## src/logic/serial_port_pkg.sv

```systemverilog
// Package: constants and carrier types for the sensor serial slave port
// Overview of operation
// - Device is always a slave; never starts transfers nor drives the clock.
// - Chip select held high means two-wire mode; driven chip select means SPI.
// - Wire-count bit zero selects 4-wire SPI, one selects 3-wire shared data line.
// - SPI uses polarity one, phase one: clock idles high, capture on rising edge.
// - Data is sampled on rising clock edges by both device and master.
// - After address and first data byte, pointer advances every eight clocks when the multi-byte bit is set.
// - Pointer keeps advancing until clocks stop and chip select releases.
// - While deselected, device may see other traffic as a two-wire command.
// - Device changes its serial output after a falling clock edge.
// - Device releases its serial output after chip select rises.
package serial_port_pkg;

   // ----------------------------------------------------------------
   // Register map
   // ----------------------------------------------------------------
   localparam logic [5:0] DATA_FORMAT_CFG_ADDR  = 6'h31;
   localparam logic [7:0] DATA_FORMAT_CFG_RESET = 8'h00;
   localparam int         WIRE_SEL_BIT          = 6;
   localparam int         ADDR_W                = 6;

   // ----------------------------------------------------------------
   // Command byte layout
   // ----------------------------------------------------------------
   localparam int         CMD_RW_BIT            = 7;
   localparam int         CMD_MULTI_BYTE_BIT    = 6;
   localparam logic [2:0] BIT_LAST              = 3'h7;

   // Write request toward the register bank
   typedef struct packed {
      logic [5:0] addr;
      logic [7:0] data;
   } reg_write_s;

   // Read request toward the register bank
   typedef struct packed {
      logic [5:0] addr;
   } reg_read_s;

endpackage

```

## src/logic/sensor_serial_slave_port.sv

```systemverilog
// Module: SPI slave port with register access, write buffer and mode detect
`timescale 1ns/1ps
module sensor_serial_slave_port (
   // Clock and reset
   input  wire logic                        clk_i,
   input  wire logic                        rst_n_i,
   // Serial pins
   input  wire logic                        cs_n_i,
   input  wire logic                        sclk_i,
   input  wire logic                        sdi_i,
   output logic                             sdo_o,
   output logic                             sdo_oe_o,
   output logic                             sdio_o,
   output logic                             sdio_oe_o,
   output logic                             two_wire_mode_o,
   // Register bank write stream
   output serial_port_pkg::reg_write_s      wr_o,
   output logic                             wr_valid_o,
   input  wire logic                        wr_ready_i,
   // Register bank read
   output serial_port_pkg::reg_read_s       rd_o,
   output logic                             rd_req_o,
   input  wire logic [7:0]                  rd_data_i,
   // Status
   output logic                             wire3_mode_o
);

   // ----------------------------------------------------------------
   // Pin synchronisers
   // ----------------------------------------------------------------
   logic [2:0] meta_reg;
   logic [2:0] sync_reg;
   logic       sclk_d_reg;

   // Two flops per pin before any logic sees them
   always_ff @(posedge clk_i or negedge rst_n_i) begin
      if (!rst_n_i) begin
         meta_reg   <= 3'h7;
         sync_reg   <= 3'h7;
         sclk_d_reg <= 1'b1;
      end else begin
         meta_reg   <= {cs_n_i, sclk_i, sdi_i};
         sync_reg   <= meta_reg;
         sclk_d_reg <= sync_reg[1];
      end
   end

   logic cs_n_s, sclk_s, sdi_s, sclk_rise, sclk_fall, active;
   assign cs_n_s    = sync_reg[2];
   assign sclk_s    = sync_reg[1];
   assign sdi_s     = sync_reg[0];
   assign sclk_rise = active & sclk_s & ~sclk_d_reg;
   assign sclk_fall = active & ~sclk_s & sclk_d_reg;
   assign active    = ~cs_n_s;

   // ----------------------------------------------------------------
   // Frame state
   // ----------------------------------------------------------------
   typedef enum logic [2:0] {
      ST_CMD  = 3'b001,
      ST_WR   = 3'b010,
      ST_RD   = 3'b100
   } phase_e;

   phase_e     phase_reg;
   logic [2:0] bit_cnt_reg;
   logic [7:0] shift_reg;
   logic [7:0] out_reg;
   logic [5:0] addr_reg;
   logic       multi_byte_flag_reg;
   logic [7:0] cfg_reg;
   logic       byte_done;
   logic [7:0] rx_byte;
   logic       buf_in_ready;

   assign byte_done = sclk_rise & (bit_cnt_reg == serial_port_pkg::BIT_LAST);
   assign rx_byte   = {shift_reg[6:0], sdi_s};

   // Bit counter and input shifter; a new frame restarts at the command byte
   always_ff @(posedge clk_i or negedge rst_n_i) begin
      if (!rst_n_i) begin
         bit_cnt_reg <= 3'h0;
         shift_reg   <= 8'h00;
      end else if (!active) begin
         bit_cnt_reg <= 3'h0;
      end else if (sclk_rise) begin
         bit_cnt_reg <= bit_cnt_reg + 3'h1;
         shift_reg   <= rx_byte;
      end
   end

   // Phase, address pointer and multi-byte flag
   always_ff @(posedge clk_i or negedge rst_n_i) begin
      if (!rst_n_i) begin
         phase_reg           <= ST_CMD;
         addr_reg            <= 6'h00;
         multi_byte_flag_reg <= 1'b0;
      end else if (!active) begin
         phase_reg <= ST_CMD;
      end else if (byte_done) begin
         unique case (phase_reg)
            ST_CMD: begin
               phase_reg <= rx_byte[serial_port_pkg::CMD_RW_BIT] ? ST_RD : ST_WR;
               multi_byte_flag_reg <= rx_byte[serial_port_pkg::CMD_MULTI_BYTE_BIT];
               addr_reg  <= rx_byte[5:0];
            end
            ST_WR, ST_RD: begin
               // Advance per further byte only in bursts, until deselect
               if (multi_byte_flag_reg) addr_reg <= addr_reg + 6'h01;
            end
         endcase
      end
   end

   // ----------------------------------------------------------------
   // Local format register and read path
   // ----------------------------------------------------------------
   logic wr_hit;
   assign wr_hit = byte_done && phase_reg == ST_WR;

   // Format register is held here because it steers the pins
   always_ff @(posedge clk_i or negedge rst_n_i) begin
      if (!rst_n_i) begin
         cfg_reg <= serial_port_pkg::DATA_FORMAT_CFG_RESET;
      end else if (wr_hit && addr_reg == serial_port_pkg::DATA_FORMAT_CFG_ADDR) begin
         cfg_reg <= rx_byte;
      end
   end

   // Request a read at the end of a read command byte and each burst read byte
   logic rd_need;
   logic [5:0] rd_addr;
   assign rd_need = byte_done &&
                    ((phase_reg == ST_CMD && rx_byte[serial_port_pkg::CMD_RW_BIT]) ||
                     (phase_reg == ST_RD && multi_byte_flag_reg));
   assign rd_addr = (phase_reg == ST_CMD) ? rx_byte[5:0] : addr_reg + 6'h01;

   always_ff @(posedge clk_i or negedge rst_n_i) begin
      if (!rst_n_i) begin
         rd_req_o <= 1'b0;
         rd_o     <= '0;
      end else begin
         rd_req_o <= rd_need;
         if (rd_need) rd_o.addr <= rd_addr;
      end
   end

   // Latch the answer one cycle after the request; shift out on falling edges
   // The pins take bit 7 at the same fall that shifts, so every fall in ST_RD must shift
   logic load_pending_reg;
   always_ff @(posedge clk_i or negedge rst_n_i) begin
      if (!rst_n_i) begin
         load_pending_reg <= 1'b0;
         out_reg          <= 8'h00;
      end else begin
         load_pending_reg <= rd_req_o;
         if (load_pending_reg) begin
            out_reg <= (rd_o.addr == serial_port_pkg::DATA_FORMAT_CFG_ADDR) ?
                       cfg_reg : rd_data_i;
         end else if (sclk_fall && phase_reg == ST_RD) begin
            out_reg <= {out_reg[6:0], 1'b0};
         end
      end
   end

   // ----------------------------------------------------------------
   // Output pins
   // ----------------------------------------------------------------
   // Pins change only after a falling edge, and release as select rises
   always_ff @(posedge clk_i or negedge rst_n_i) begin
      if (!rst_n_i) begin
         sdo_o     <= 1'b0;
         sdo_oe_o  <= 1'b0;
         sdio_o    <= 1'b0;
         sdio_oe_o <= 1'b0;
      end else if (!active) begin
         sdo_oe_o  <= 1'b0;
         sdio_oe_o <= 1'b0;
      end else if (sclk_fall) begin
         sdo_o     <= out_reg[7];
         sdio_o    <= out_reg[7];
         sdo_oe_o  <= ~cfg_reg[serial_port_pkg::WIRE_SEL_BIT];
         sdio_oe_o <= cfg_reg[serial_port_pkg::WIRE_SEL_BIT] &&
                      phase_reg == ST_RD;
      end
   end

   // Mode indications; two-wire mode while select sits high
   always_ff @(posedge clk_i or negedge rst_n_i) begin
      if (!rst_n_i) begin
         two_wire_mode_o <= 1'b1;
         wire3_mode_o    <= 1'b0;
      end else begin
         two_wire_mode_o <= cs_n_s;
         wire3_mode_o    <= cfg_reg[serial_port_pkg::WIRE_SEL_BIT];
      end
   end

   // ----------------------------------------------------------------
   // Two-entry write buffer toward the register bank
   // ----------------------------------------------------------------
   serial_port_pkg::reg_write_s buf_mem [2];
   logic       wp_reg, rp_reg;
   logic [1:0] cnt_reg;
   logic       push, pop;
   assign buf_in_ready = cnt_reg != 2'h2;
   assign push = wr_hit && buf_in_ready;   // Overflow drops only if bank stalls 2 bytes
   assign pop  = wr_valid_o && wr_ready_i;

   always_ff @(posedge clk_i or negedge rst_n_i) begin
      if (!rst_n_i) begin
         wp_reg     <= 1'b0;
         rp_reg     <= 1'b0;
         cnt_reg    <= 2'h0;
         wr_valid_o <= 1'b0;
         wr_o       <= '0;
         buf_mem[0] <= '0;
         buf_mem[1] <= '0;
      end else begin
         if (push) begin
            buf_mem[wp_reg] <= '{addr: addr_reg, data: rx_byte};
            wp_reg <= ~wp_reg;
         end
         if (pop) rp_reg <= ~rp_reg;
         cnt_reg <= cnt_reg + {1'b0, push} - {1'b0, pop};
         // Output register reloads whenever it is empty or just taken
         if (!wr_valid_o || pop) begin
            if (cnt_reg - {1'b0, pop} != 2'h0) begin
               wr_o       <= buf_mem[rp_reg ^ pop];
               wr_valid_o <= 1'b1;
            end else if (push) begin
               wr_o       <= '{addr: addr_reg, data: rx_byte};
               wr_valid_o <= 1'b1;
            end else begin
               wr_valid_o <= 1'b0;
            end
         end
      end
   end

endmodule

```

## config.mk

```make
export PLATFORM = sky130hd
export DESIGN_NAME = sensor_serial_slave_port
export DESIGN_NICKNAME = d
export VERILOG_FILES = /design/src/logic/serial_port_pkg.sv /design/src/logic/sensor_serial_slave_port.sv
export SDC_FILE = /design/constraint.sdc
export NUM_CORES = 1
export LEC_CHECK = 0
export BUFFER_PORTS_ARGS = -buffer_cell sky130_fd_sc_hd__buf_2
export CAP_MARGIN = 20
export CELL_PAD_IN_SITES_DETAIL_PLACEMENT = 0
export CELL_PAD_IN_SITES_GLOBAL_PLACEMENT = 1
export CORE_ASPECT_RATIO = 0.8
export CORE_MARGIN = 2
export CORE_UTILIZATION = 30
export CTS_CLUSTER_SIZE = 24
export DETAILED_ROUTE_END_ITERATION = 12
export PLACE_DENSITY = 0.57
export SYNTH_ARGS = -nofsm -noshare
export SYNTH_HDL_FRONTEND = slang
export SYNTH_SLANG_ARGS = --single-unit
```

## constraint.sdc

```tcl
create_clock -name clk_i -period 5.3 [get_ports clk_i]
set_input_delay 0.265 -clock clk_i [delete_from_list [all_inputs] [get_ports clk_i]]
set_output_delay 0.265 -clock clk_i [all_outputs]
set_load 0.03 [all_outputs]
```

==> flow_metrics.env, run 1 <==
export IMPL_status="complete, no violations"
export IMPL_setup_viol=0
export IMPL_dpl_hpwl_um=7060
export IMPL_fin_worst_skew_ps=6.66
export IMPL_routed_wl_um=10500
export IMPL_power_leakage_uw=0.00253
export IMPL_yosysMostFrequentCell="dfrtp_1"
export IMPL_yosys_register_bits=103
export IMPL_synthTopCellsByCount="94 x dfrtp_1, 34 x mux2_2, 29 x o21ai_0, 26 x mux2i_1, 22 x a21oi_1"
export IMPL_ys_flop_type="dfrtp_1"
export IMPL_crit_path_frequent_cell="ha_1"
export IMPL_synthSimpleGateAreaFrac_pct=10.6
export IMPL_post_drt_wl_per_cell_um=16.7
export IMPL_synthAdderAreaFrac_pct=1.35
export IMPL_reg_largest_list="buf_mem (28), wr_o (14)"
export IMPL_numCtsBuffers=9
export IMPL_async_reset_ff_share_pct=100
export IMPL_period_needed_ps=2370
export IMPL_critical_path_arrival_ps=2650
export IMPL_start_util_pct=30.7
export IMPL_cts_root_buffer="clkbuf_16"
export IMPL_postSynthCellCount=376
export IMPL_ys_top_cells_by_area="dfrtp_1 51%, mux2_2 8.3%, mux2i_1 5.6%"
export IMPL_grt_pass1_vias=3097
export IMPL_synth_compound_area_share_pct=10.7
export IMPL_clock_sinks=103
export IMPL_h_tree_depth=3
export IMPL_holdWs_ps=18.5
export IMPL_grt_max_degree=61
export IMPL_cts_tree="built"
export IMPL_tns_ps=0
export IMPL_final_cells=631
export IMPL_worstPathCellList="ha_1 > ha_1 > and4bb_2 > and2_4 > o31ai_2 > buf_6 > a221o_1"
export IMPL_ys_warn_count=0
export IMPL_num_vias=3054
export IMPL_drt_iter0_markers=137
export IMPL_dp_cells=612
export IMPL_ys_types=48
export IMPL_maxCapViolCount=0
export IMPL_crit_required_ps=5580
export IMPL_die_h_um=115
export IMPL_synth_top_area_share_pct=50.8
export IMPL_track_usage_pct=13.4
export IMPL_reg2reg_depth=7
export IMPL_avgSynthCellArea_um2=12.3
export IMPL_die_area_um2=16500
export IMPL_largest_register_ffs=28
export IMPL_drive_gt1_share_pct=28.0
export IMPL_p_per_area_nw_per_um2=363
export IMPL_drc=0
export IMPL_worst_slew_pin_slew_ps=850
export IMPL_ioPinCount=42
export IMPL_relSlewSlack_pct=43.2
export IMPL_nets=435
export IMPL_largest_register="buf_mem"
export IMPL_maxSlewViolCount=0
export IMPL_synthMuxAreaShare_pct=16.6
export IMPL_rsz0062_at_grt="false"
export IMPL_core_um2=15100
export IMPL_synth_largest_area_cell="dfrtp_1"
export IMPL_final_period_utilization_pct=44.7
export IMPL_hold_start="sdi_i"
export IMPL_synth_edff_count=0
export IMPL_rows=40
export IMPL_portBuffers=41
export IMPL_crit_path_end_kind="flip-flop"
export IMPL_syn_cell_area_um2=4630
export IMPL_ir_worst_vdd_v=0.000165
export IMPL_gr_total_overflow=0
export IMPL_final_hold_violation_count=0
export IMPL_synth_top_family_by_area="multiplexers"
export IMPL_crit_type="reg -> reg"
export IMPL_startpoint="bit_cnt_reg[0]$_DFFE_PN0P_"
export IMPL_postLayoutCoreUtil_pct=36.0
export IMPL_cp_max_fo=9
export IMPL_holdPathStages=1
export IMPL_cts_buffer_depth=2
export IMPL_critPathSlowestCell="o31ai_2"
export IMPL_antenna_found_initial=0
export IMPL_num_antenna_cells=0
export IMPL_hp_class="in -> reg"
export IMPL_reg2reg_from="bit_cnt_reg[0]$_DFFE_PN0P_"
export IMPL_place_gp_congestion=0.713
export IMPL_clock_latency_ps=350
export IMPL_antenna_left=0
export IMPL_via_per_inst=4.84
export IMPL_clkSlewWorstSetupHoldPaths_ps=70
export IMPL_post_cts_resized=0
export IMPL_first_pass_iters=4
export IMPL_syn_nets=395
export IMPL_synth_xor_area_share_pct=1.89
export IMPL_grt_pass1_wl_um=17000
export IMPL_ys_seq_area_share_pct=55.9
export IMPL_chipWidth_um=143
export IMPL_syn2layout_area_growth_pct=17.0
export IMPL_start_kind="flip-flop"
export IMPL_slowest_delay_ps=560
export IMPL_max_freq_mhz=422
## where the power goes
part,switching (uW),total [uW],internal (uW)
Combinational,190,289,98.5
Clock,294,767,473
Sequential,83.8,913,829
## layout make-up
| type | instances | area, um2 |
|---|---|---|
| clock inverter | 6 | 108 |
| inverter | 6 | 22.5 |
| tap | 210 | 263 |
| clock buffer | 10 | 239 |
| multi-input combinational | 245 | 1900 |
| sequential | 103 | 2590 |
| fill | 1499 | 9650 |
| timing repair buffer | 51 | 298 |
## per-stage QoR
stage	total power (uW)	setup WS [ps]	cell area [um2]
after floorplan	1080	3360	4630
after global placement	1200	2620	5020
after detailed placement	1220	2940	5040
after CTS	1990	2920	5420
after global routing	2050	2790	5420
final	1970	2930	5420
## cells in the final DEF, fill, tap and decap left out, drive strengths merged, types with 6 or more instances in the layout
| cell type | n |
|---|---|
| dfstp | 9 |
| nand2 | 17 |
| nand3 | 23 |
| o21ai | 29 |
| mux2i | 26 |
| clkbuf | 10 |
| buf | 48 |
| a221o | 14 |
| mux2 | 45 |
| xnor2 | 7 |
| a21oi | 22 |
| inv | 6 |
| nand2b | 7 |
| dfrtp | 94 |
| nor2 | 11 |
## layer usage
layer / up-vias / share of wire, % / wire length (um) / global-route usage (%)
met3: 11 / 4.1 / 434 / 3.62
met5: - / 0 / 0 / 0
met1: 1563 / 51 / 5410 / 19.4
met4: 0 / 1.2 / 128 / 4.29
li1: 1439 / - / - / -
met2: 41 / 43 / 4540 / 19.6
## worst max-delay path: cells and delay by family, from the launching register on
kind,cells,cell delay (ps)
AO/OA/AOI/OAI,2,710
adder cells (fa/ha/maj),2,460
buffers and inverters,1,230
flip-flops,1,390
AND/OR/NAND/NOR,2,500
## repair_timing
action | CTS | global route
hold buffers | 3 | 0
endpoints found under the hold margin | 38 | 0
setup buffers | 0 | 0
## cell families after synthesis
kind of cell	count (synthesis)
mux	71
buf+inv	28
fa+ha+maj	5
compound gates	77
xor+xnor	10
flops	103
simple gates	82
## path summary, 6_finish.rpt
path / end / slack [ps]
hold reg to reg: sync_reg[2]$_DFF_PN1_ / 360
hold / removal: meta_reg[0]$_DFF_PN1_ / 20
min in group asynchronous: out_reg[1]$_DFFE_PN0P_ / 460
max in group asynchronous: buf_mem[26]$_DFFE_PN0P_ / 3680
setup / recovery: wr_o[11]$_DFFE_PN0P_ / 2930
setup reg to reg: wr_o[11]$_DFFE_PN0P_ / 2930
(Power assumes the default switching activity.)
==> inputs of run 2 (changes only) <==
--- a/config.mk
+++ b/config.mk
@@ -14,7 +14,7 @@
 export CORE_UTILIZATION = 30
 export CTS_CLUSTER_SIZE = 24
 export DETAILED_ROUTE_END_ITERATION = 12
-export PLACE_DENSITY = 0.57
+export PLACE_DENSITY = 0.59
 export SYNTH_ARGS = -nofsm -noshare
 export SYNTH_HDL_FRONTEND = slang
 export SYNTH_SLANG_ARGS = --single-unit
==> constraint.sdc (replaced) <==
create_clock -name clk_i -period 2 [get_ports clk_i]
set_input_delay 0.1 -clock clk_i [delete_from_list [all_inputs] [get_ports clk_i]]
set_output_delay 0.1 -clock clk_i [all_outputs]
set_load 0.03 [all_outputs]
==> run 2 against run 1 <==
  * Register-to-register slack worse by 2900 ps
  * Count of clock-buffer cells in the layout is 1 higher
  * Global-route usage is 0.57 points higher
  * Final cell count is 2.7% higher
  * Die area stayed put
  * Total power grew to 2.5 times the previous value
  * Final area is 2.1% higher
  * Critical endpoint is now wr_o[3]$_DFFE_PN0P_
  * Clock power is 130% higher
==> flow_metrics.env, run 2 (synthesis results as in run 1) <==
export IMPL_cts_tree="built"
export IMPL_via_per_inst=4.77
export IMPL_p_sw_uw=1530
export IMPL_cts_root_buffer="clkbuf_16"
export IMPL_dr_wl_met3_um=416
export IMPL_power_leakage_uw=0.00260
export IMPL_drt_iter0_markers=236
export IMPL_num_antenna_cells=0
export IMPL_cts_buffer_depth=2
export IMPL_rsz0062_at_grt="true"
export IMPL_seqPwrFrac_pct=48.6
export IMPL_clkSlewWorstSetupHoldPaths_ps=70
export IMPL_gr_total_overflow=0
export IMPL_clock_sinks=103
export IMPL_crit_path_end_kind="flip-flop"
export IMPL_nFillCells=1484
export IMPL_reg_largest_list="buf_mem (28), wr_o (14)"
export IMPL_hp_class="in -> reg"
export IMPL_max_freq_mhz=508
export IMPL_routed_wl_um=10800
export IMPL_ir_worst_vdd_v=0.000460
export IMPL_layout_common_cells="94 x dfrtp_1, 40 x buf_2, 34 x mux2_2"
export IMPL_antenna_found_initial=0
export IMPL_critical_path_arrival_ps=2200
export IMPL_worst_path_buf_inv=1
export IMPL_final_period_utilization_pct=98.4
export IMPL_crit_type="reg -> reg"
export IMPL_num_vias=3088
export IMPL_final_hold_violation_count=0
export IMPL_largest_register="buf_mem"
export IMPL_critPathSlowestCell="dfrtp_1"
export IMPL_grt_pass1_wl_um=17700
export IMPL_first_pass_iters=5
export IMPL_die_area_um2=16500
export IMPL_period_needed_ps=1970
export IMPL_layout_commonest_cell="dfrtp_1"
export IMPL_relSlewSlack_pct=64.5
export IMPL_worstPathCellList="ha_1 > ha_1 > and4bb_2 > and2_4 > nor3b_4 > buf_12 > a221o_1"
export IMPL_clock_latency_ps=350
export IMPL_chipWidth_um=143
export IMPL_grt_pass1_vias=3254
export IMPL_syn2layout_area_growth_pct=19.4
export IMPL_drc=0
export IMPL_place_gp_congestion=0.768
export IMPL_drive_gt1_share_pct=30.4
export IMPL_path_delay_family="simple AND/OR/NAND/NOR gates"
export IMPL_largest_register_ffs=28
export IMPL_start_kind="flip-flop"
export IMPL_track_usage_pct=14.0
export IMPL_core_um2=15100
export IMPL_numCtsBuffers=9
export IMPL_start_util_pct=30.7
export IMPL_crit_required_ps=2230
export IMPL_cp_max_fo=14
export IMPL_internal_power_uw=3460
export IMPL_wl_met1_um=5390
export IMPL_crit_path_frequent_cell="ha_1"
export IMPL_h_tree_depth=3
export IMPL_slowest_delay_ps=390
export IMPL_maxSlewViolCount=0
export IMPL_worst_slew_pin_slew_ps=533
export IMPL_post_drt_wl_per_cell_um=16.7
export IMPL_fin_worst_skew_ps=11.4
export IMPL_ioPinCount=42
export IMPL_dp_cells=627
export IMPL_dpl_hpwl_um=7370
export IMPL_comb_power_share_pct=15.9
export IMPL_postLayoutCoreUtil_pct=36.7
export IMPL_p_sw_share_pct=30.7
export IMPL_status="complete, no violations"
export IMPL_nets=452
export IMPL_maxCapViolCount=0
export IMPL_dr_wl_met2_um=4880
export IMPL_p_clk_share_pct=35.6
export IMPL_top_layer="met4"
export IMPL_final_cells=648
export IMPL_antenna_left=0
export IMPL_rows=40
export IMPL_die_h_um=115
export IMPL_grt_max_degree=54
export IMPL_p_per_area_nw_per_um2=902
export IMPL_setup_viol=0
export IMPL_portBuffers=41
-- run 2: changes by cell type in the layout (fill, tap and decap cells not counted), sizes merged --
| cell | delta |
|---|---|
| dlygate4sd3 | +1 |
| buf | +16 |
| clkbuf | +1 |
| bufinv | -2 |
| inv | +1 |
-- run 2: repair_timing --
| action | 4_1_cts | 5_1_grt |
|---|---|---|
| endpoints found under the setup margin | 14 | 26 |
| gates cloned | 0 | 0 |
| hold buffers | 4 | 0 |
| buffers inserted | 1 | 0 |
| endpoints found under the hold margin | 25 | 0 |
| resized for setup | 0 | 2 |
| pin swaps | 0 | 0 |
-- run 2: area by class of cell --
class / instances / area (um2) / area share, %
timing repair buffer: 68 / 462 / 8.35
multi-input combinational: 245 / 1900 / 34.4
inverter: 6 / 22.5 / 0.407
clock buffer: 11 / 233 / 4.21
sequential: 103 / 2590 / 46.8
clock inverter: 5 / 58.8 / 1.06
tap: 210 / 263 / 4.75
-- run 2: final timing paths --
check	start	slack [ps]	cells after the start	end
worst max register to register	bit_cnt_reg[0]$_DFFE_PN0P_	30	7	wr_o[3]$_DFFE_PN0P_
worst max-delay path	bit_cnt_reg[0]$_DFFE_PN0P_	30	7	wr_o[3]$_DFFE_PN0P_
worst min-delay path	rd_data_i[0]	40	3	out_reg[0]$_DFFE_PN0P_
worst min register to register	meta_reg[1]$_DFF_PN1_	360	0	sync_reg[1]$_DFF_PN1_
min in group asynchronous	rst_n_i	200	2	out_reg[2]$_DFFE_PN0P_
max in group asynchronous	rst_n_i	1060	3	sclk_d_reg$_DFF_PN1_
-- run 2: per-stage QoR --
| stage | setup slack, ps | hold WS [ps] | cell area, um2 | setup TNS (ps) | total power (uW) |
|---|---|---|---|---|---|
| 2_1_floorplan | 60.8 | -196 | 4630 | 0 | 2870 |
| 3_3_place_gp | -63.8 | 35.1 | 5170 | -875 | 3240 |
| 3_5_place_dp | -122 | 41.3 | 5170 | -1600 | 3250 |
| 4_1_cts | 21.7 | 38.5 | 5520 | 0 | 5050 |
| 5_1_grt | -33.3 | 60.3 | 5530 | -384 | 5240 |
| 6_report | 31.7 | 43.5 | 5530 | 0 | 4990 |
-- run 2: layer usage --
metal,vias to the layer above,global-route usage [%]
met2,53,21.1
met5,-,0
met3,9,3.37
met4,0,4.49
met1,1548,19.9
li1,1478,-
-- run 2: worst min-delay path, delay by kind of cell --
| family | cells | cell delay (ps) |
|---|---|---|
| buffers and inverters | 1 | 70 |
| muxes | 2 | 170 |
-- run 2: power groups by stage --
stage          clock network [uW]  logic (uW)  registers (uW)
2_1_floorplan                   0         493            2370
3_3_place_gp                    0         772            2470
3_5_place_dp                    0         785            2470
4_1_cts                      1830         792            2430
5_1_grt                      1920         871            2450
6_report                     1770         793            2420
==> inputs of run 3 (changes only) <==
--- a/config.mk
+++ b/config.mk
@@ -14,7 +14,8 @@
 export CORE_UTILIZATION = 30
 export CTS_CLUSTER_SIZE = 24
 export DETAILED_ROUTE_END_ITERATION = 12
-export PLACE_DENSITY = 0.59
+export GPL_ROUTABILITY_DRIVEN = 0
+export PLACE_DENSITY = 0.57
 export SYNTH_ARGS = -nofsm -noshare
 export SYNTH_HDL_FRONTEND = slang
 export SYNTH_SLANG_ARGS = --single-unit
==> constraint.sdc (replaced) <==
create_clock -name clk_i -period 1.9 [get_ports clk_i]
set_input_delay 0.095 -clock clk_i [delete_from_list [all_inputs] [get_ports clk_i]]
set_output_delay 0.095 -clock clk_i [all_outputs]
set_load 0.03 [all_outputs]
==> run 3 against run 2 <==
  * The flow now finishes with violations (setup timing)
  * Sequential share of layout area is 2.4 points lower
  * Worst hold slack better by 2.3 ps
  * Clock power is 13% higher
  * Total power is 9.4% higher
  * Final cell count is 1.9% higher
  * Final area is 5.5% higher
==> flow_metrics.env, run 3 (synthesis results as in run 1) <==
export IMPL_reg_largest_list="buf_mem (28), wr_o (14)"
export IMPL_relSlewSlack_pct=57.9
export IMPL_gr_total_overflow=0
export IMPL_failed_checks="setup timing"
export IMPL_p_per_area_nw_per_um2=936
export IMPL_status="complete, but fails checks"
export IMPL_cts_root_buffer="clkbuf_16"
export IMPL_layout_commonest_cell="dfrtp_1"
export IMPL_die_h_um=115
export IMPL_r2r_slack_ps=-60
export IMPL_top_layer="met4"
export IMPL_crit_type="reg -> reg"
export IMPL_fin_ws_ps=-58.1
export IMPL_tns_ps=-782
export IMPL_grt_pass1_wl_um=18100
export IMPL_setup_viol=24
export IMPL_crit_path_end_kind="flip-flop"
export IMPL_num_vias=3183
export IMPL_dp_cells=631
export IMPL_start_kind="flip-flop"
export IMPL_seqPwrFrac_pct=46.9
export IMPL_max_freq_mhz=511
export IMPL_startpoint="bit_cnt_reg[1]$_DFFE_PN0P_"
export IMPL_start_util_pct=30.7
export IMPL_largest_register="buf_mem"
export IMPL_via_per_inst=4.82
export IMPL_hold_start="rd_data_i[1]"
export IMPL_ir_worst_vdd_v=0.000418
export IMPL_routed_wl_um=11300
export IMPL_clock_latency_ps=350
export IMPL_numCtsBuffers=9
export IMPL_p_sw_uw=1650
export IMPL_holdPathStages=3
export IMPL_antenna_left=0
export IMPL_antenna_found_initial=0
export IMPL_reg2reg_from="bit_cnt_reg[1]$_DFFE_PN0P_"
export IMPL_portBuffers=41
export IMPL_die_area_um2=16500
export IMPL_num_antenna_cells=0
export IMPL_cts_tree="built"
export IMPL_dr_wl_met3_um=445
export IMPL_ioPinCount=42
export IMPL_clock_sinks=103
export IMPL_first_pass_iters=4
export IMPL_rows=40
export IMPL_internal_power_uw=3810
export IMPL_syn2layout_area_growth_pct=25.9
export IMPL_final_hold_violation_count=0
export IMPL_dr_wl_met2_um=5140
export IMPL_r2r_end="wr_o[12]$_DFFE_PN0P_"
export IMPL_drt_iter0_markers=179
export IMPL_largest_register_ffs=28
export IMPL_maxCapViolCount=0
export IMPL_p_sw_share_pct=30.2
export IMPL_hp_class="in -> reg"
export IMPL_drc=0
export IMPL_power_leakage_uw=0.00271
export IMPL_maxSlewViolCount=0
export IMPL_critical_path_arrival_ps=2190
export IMPL_comb_power_share_pct=16.4
export IMPL_drive_gt1_share_pct=35.3
export IMPL_layout_common_cells="94 x dfrtp_1, 40 x buf_2, 29 x buf_4"
export IMPL_final_period_utilization_pct=103
export IMPL_chipWidth_um=143
export IMPL_grt_pass1_vias=3250
export IMPL_cp_max_fo=14
export IMPL_p_clk_share_pct=36.7
export IMPL_nets=464
export IMPL_core_um2=15100
export IMPL_wl_met1_um=5650
export IMPL_post_drt_wl_per_cell_um=17.1
export IMPL_track_usage_pct=14.3
export IMPL_dpl_hpwl_um=7390
export IMPL_reg2reg_depth=7
export IMPL_rsz0062_at_grt="true"
export IMPL_grt_max_degree=47
export IMPL_h_tree_depth=3
export IMPL_crit_required_ps=2130
export IMPL_period_needed_ps=1960
export IMPL_cts_buffer_depth=2
export IMPL_fin_worst_skew_ps=10.5
export IMPL_min_to="out_reg[1]$_DFFE_PN0P_"
export IMPL_worst_slew_pin_slew_ps=632
export IMPL_clkSlewWorstSetupHoldPaths_ps=70
export IMPL_final_cells=660
==> run 3: changes by cell type in the layout (fill, tap and decap cells not counted), moves of 2 or more <==
cell     delta
mux2_1     -10
mux2_4     +23
mux2_2     -13
nand3_2     -2
buf_4       +9
ha_1        -2
inv_6       +2
nand3_4     +3
==> run 3: through the flow <==
stage	total power, uW	instance area (um2)	util (%)	hold WS [ps]	setup slack (ps)
final	5460	5830	38.7	45.8	-58.1
after global routing	5720	5830	38.7	52.2	-128
after CTS	5490	5620	37.3	44.0	-44.3
after detailed placement	3470	5230	34.7	159	-208
after global placement	3460	5230	34.7	156	-196
after floorplan	3040	4650	-	-201	20.9
==> run 3: per-layer routing <==
layer / GRT usage, % / vias to the layer above
li1: - / 1502
met1: 20.8 / 1621
met2: 21.8 / 55
met3: 3.37 / 5
met4: 3.50 / 0
met5: 0 / -
==> run 3: layout make-up <==
cell class / count / area [um2]
timing repair buffer: 79 / 574
inverter: 6 / 22.5
fill: 1460 / 9230
clock inverter: 6 / 91.3
multi-input combinational: 246 / 2060
clock buffer: 10 / 229
sequential: 103 / 2590
tap: 210 / 263
==> run 3: worst max-delay path: stages (launching register included) <==
cell,delay [ps]
dfrtp_1,390
ha_2,210
ha_4,150
and4bb_2,270
and2_4,200
nor3b_4,170
buf_12,160
a221o_1,290
==> run 3: what timing repair did <==
item                                    4_1_cts  5_1_grt
pin swaps                                     0        4
cloned                                        0        2
hold endpoints to repair                     44        0
setup buffers                                 2        6
endpoints found under the setup margin       53       57
resized for setup                             1       31
hold buffers                                  4        0
==> run 3: worst max path at each step <==
stage                             end  slack (ps)  depth (start not counted)
2_1_floorplan     wr_o[9]$_DFFE_PN0P_          20                          7
6_report         wr_o[12]$_DFFE_PN0P_         -60                          7
5_1_grt           wr_o[8]$_DFFE_PN0P_        -130                          7
4_1_cts        buf_mem[3]$_DFFE_PN0P_         -40                          6
3_3_place_gp     wr_o[12]$_DFFE_PN0P_        -200                          6
3_5_place_dp      wr_o[2]$_DFFE_PN0P_        -210                          6
==> run 3: power by group through the flow <==
stage	clock network [uW]	registers [uW]	logic, uW
after global routing	2150	2590	976
after detailed placement	0	2600	868
final	2000	2560	896
after CTS	2050	2560	879
after floorplan	0	2500	538
after global placement	0	2600	860
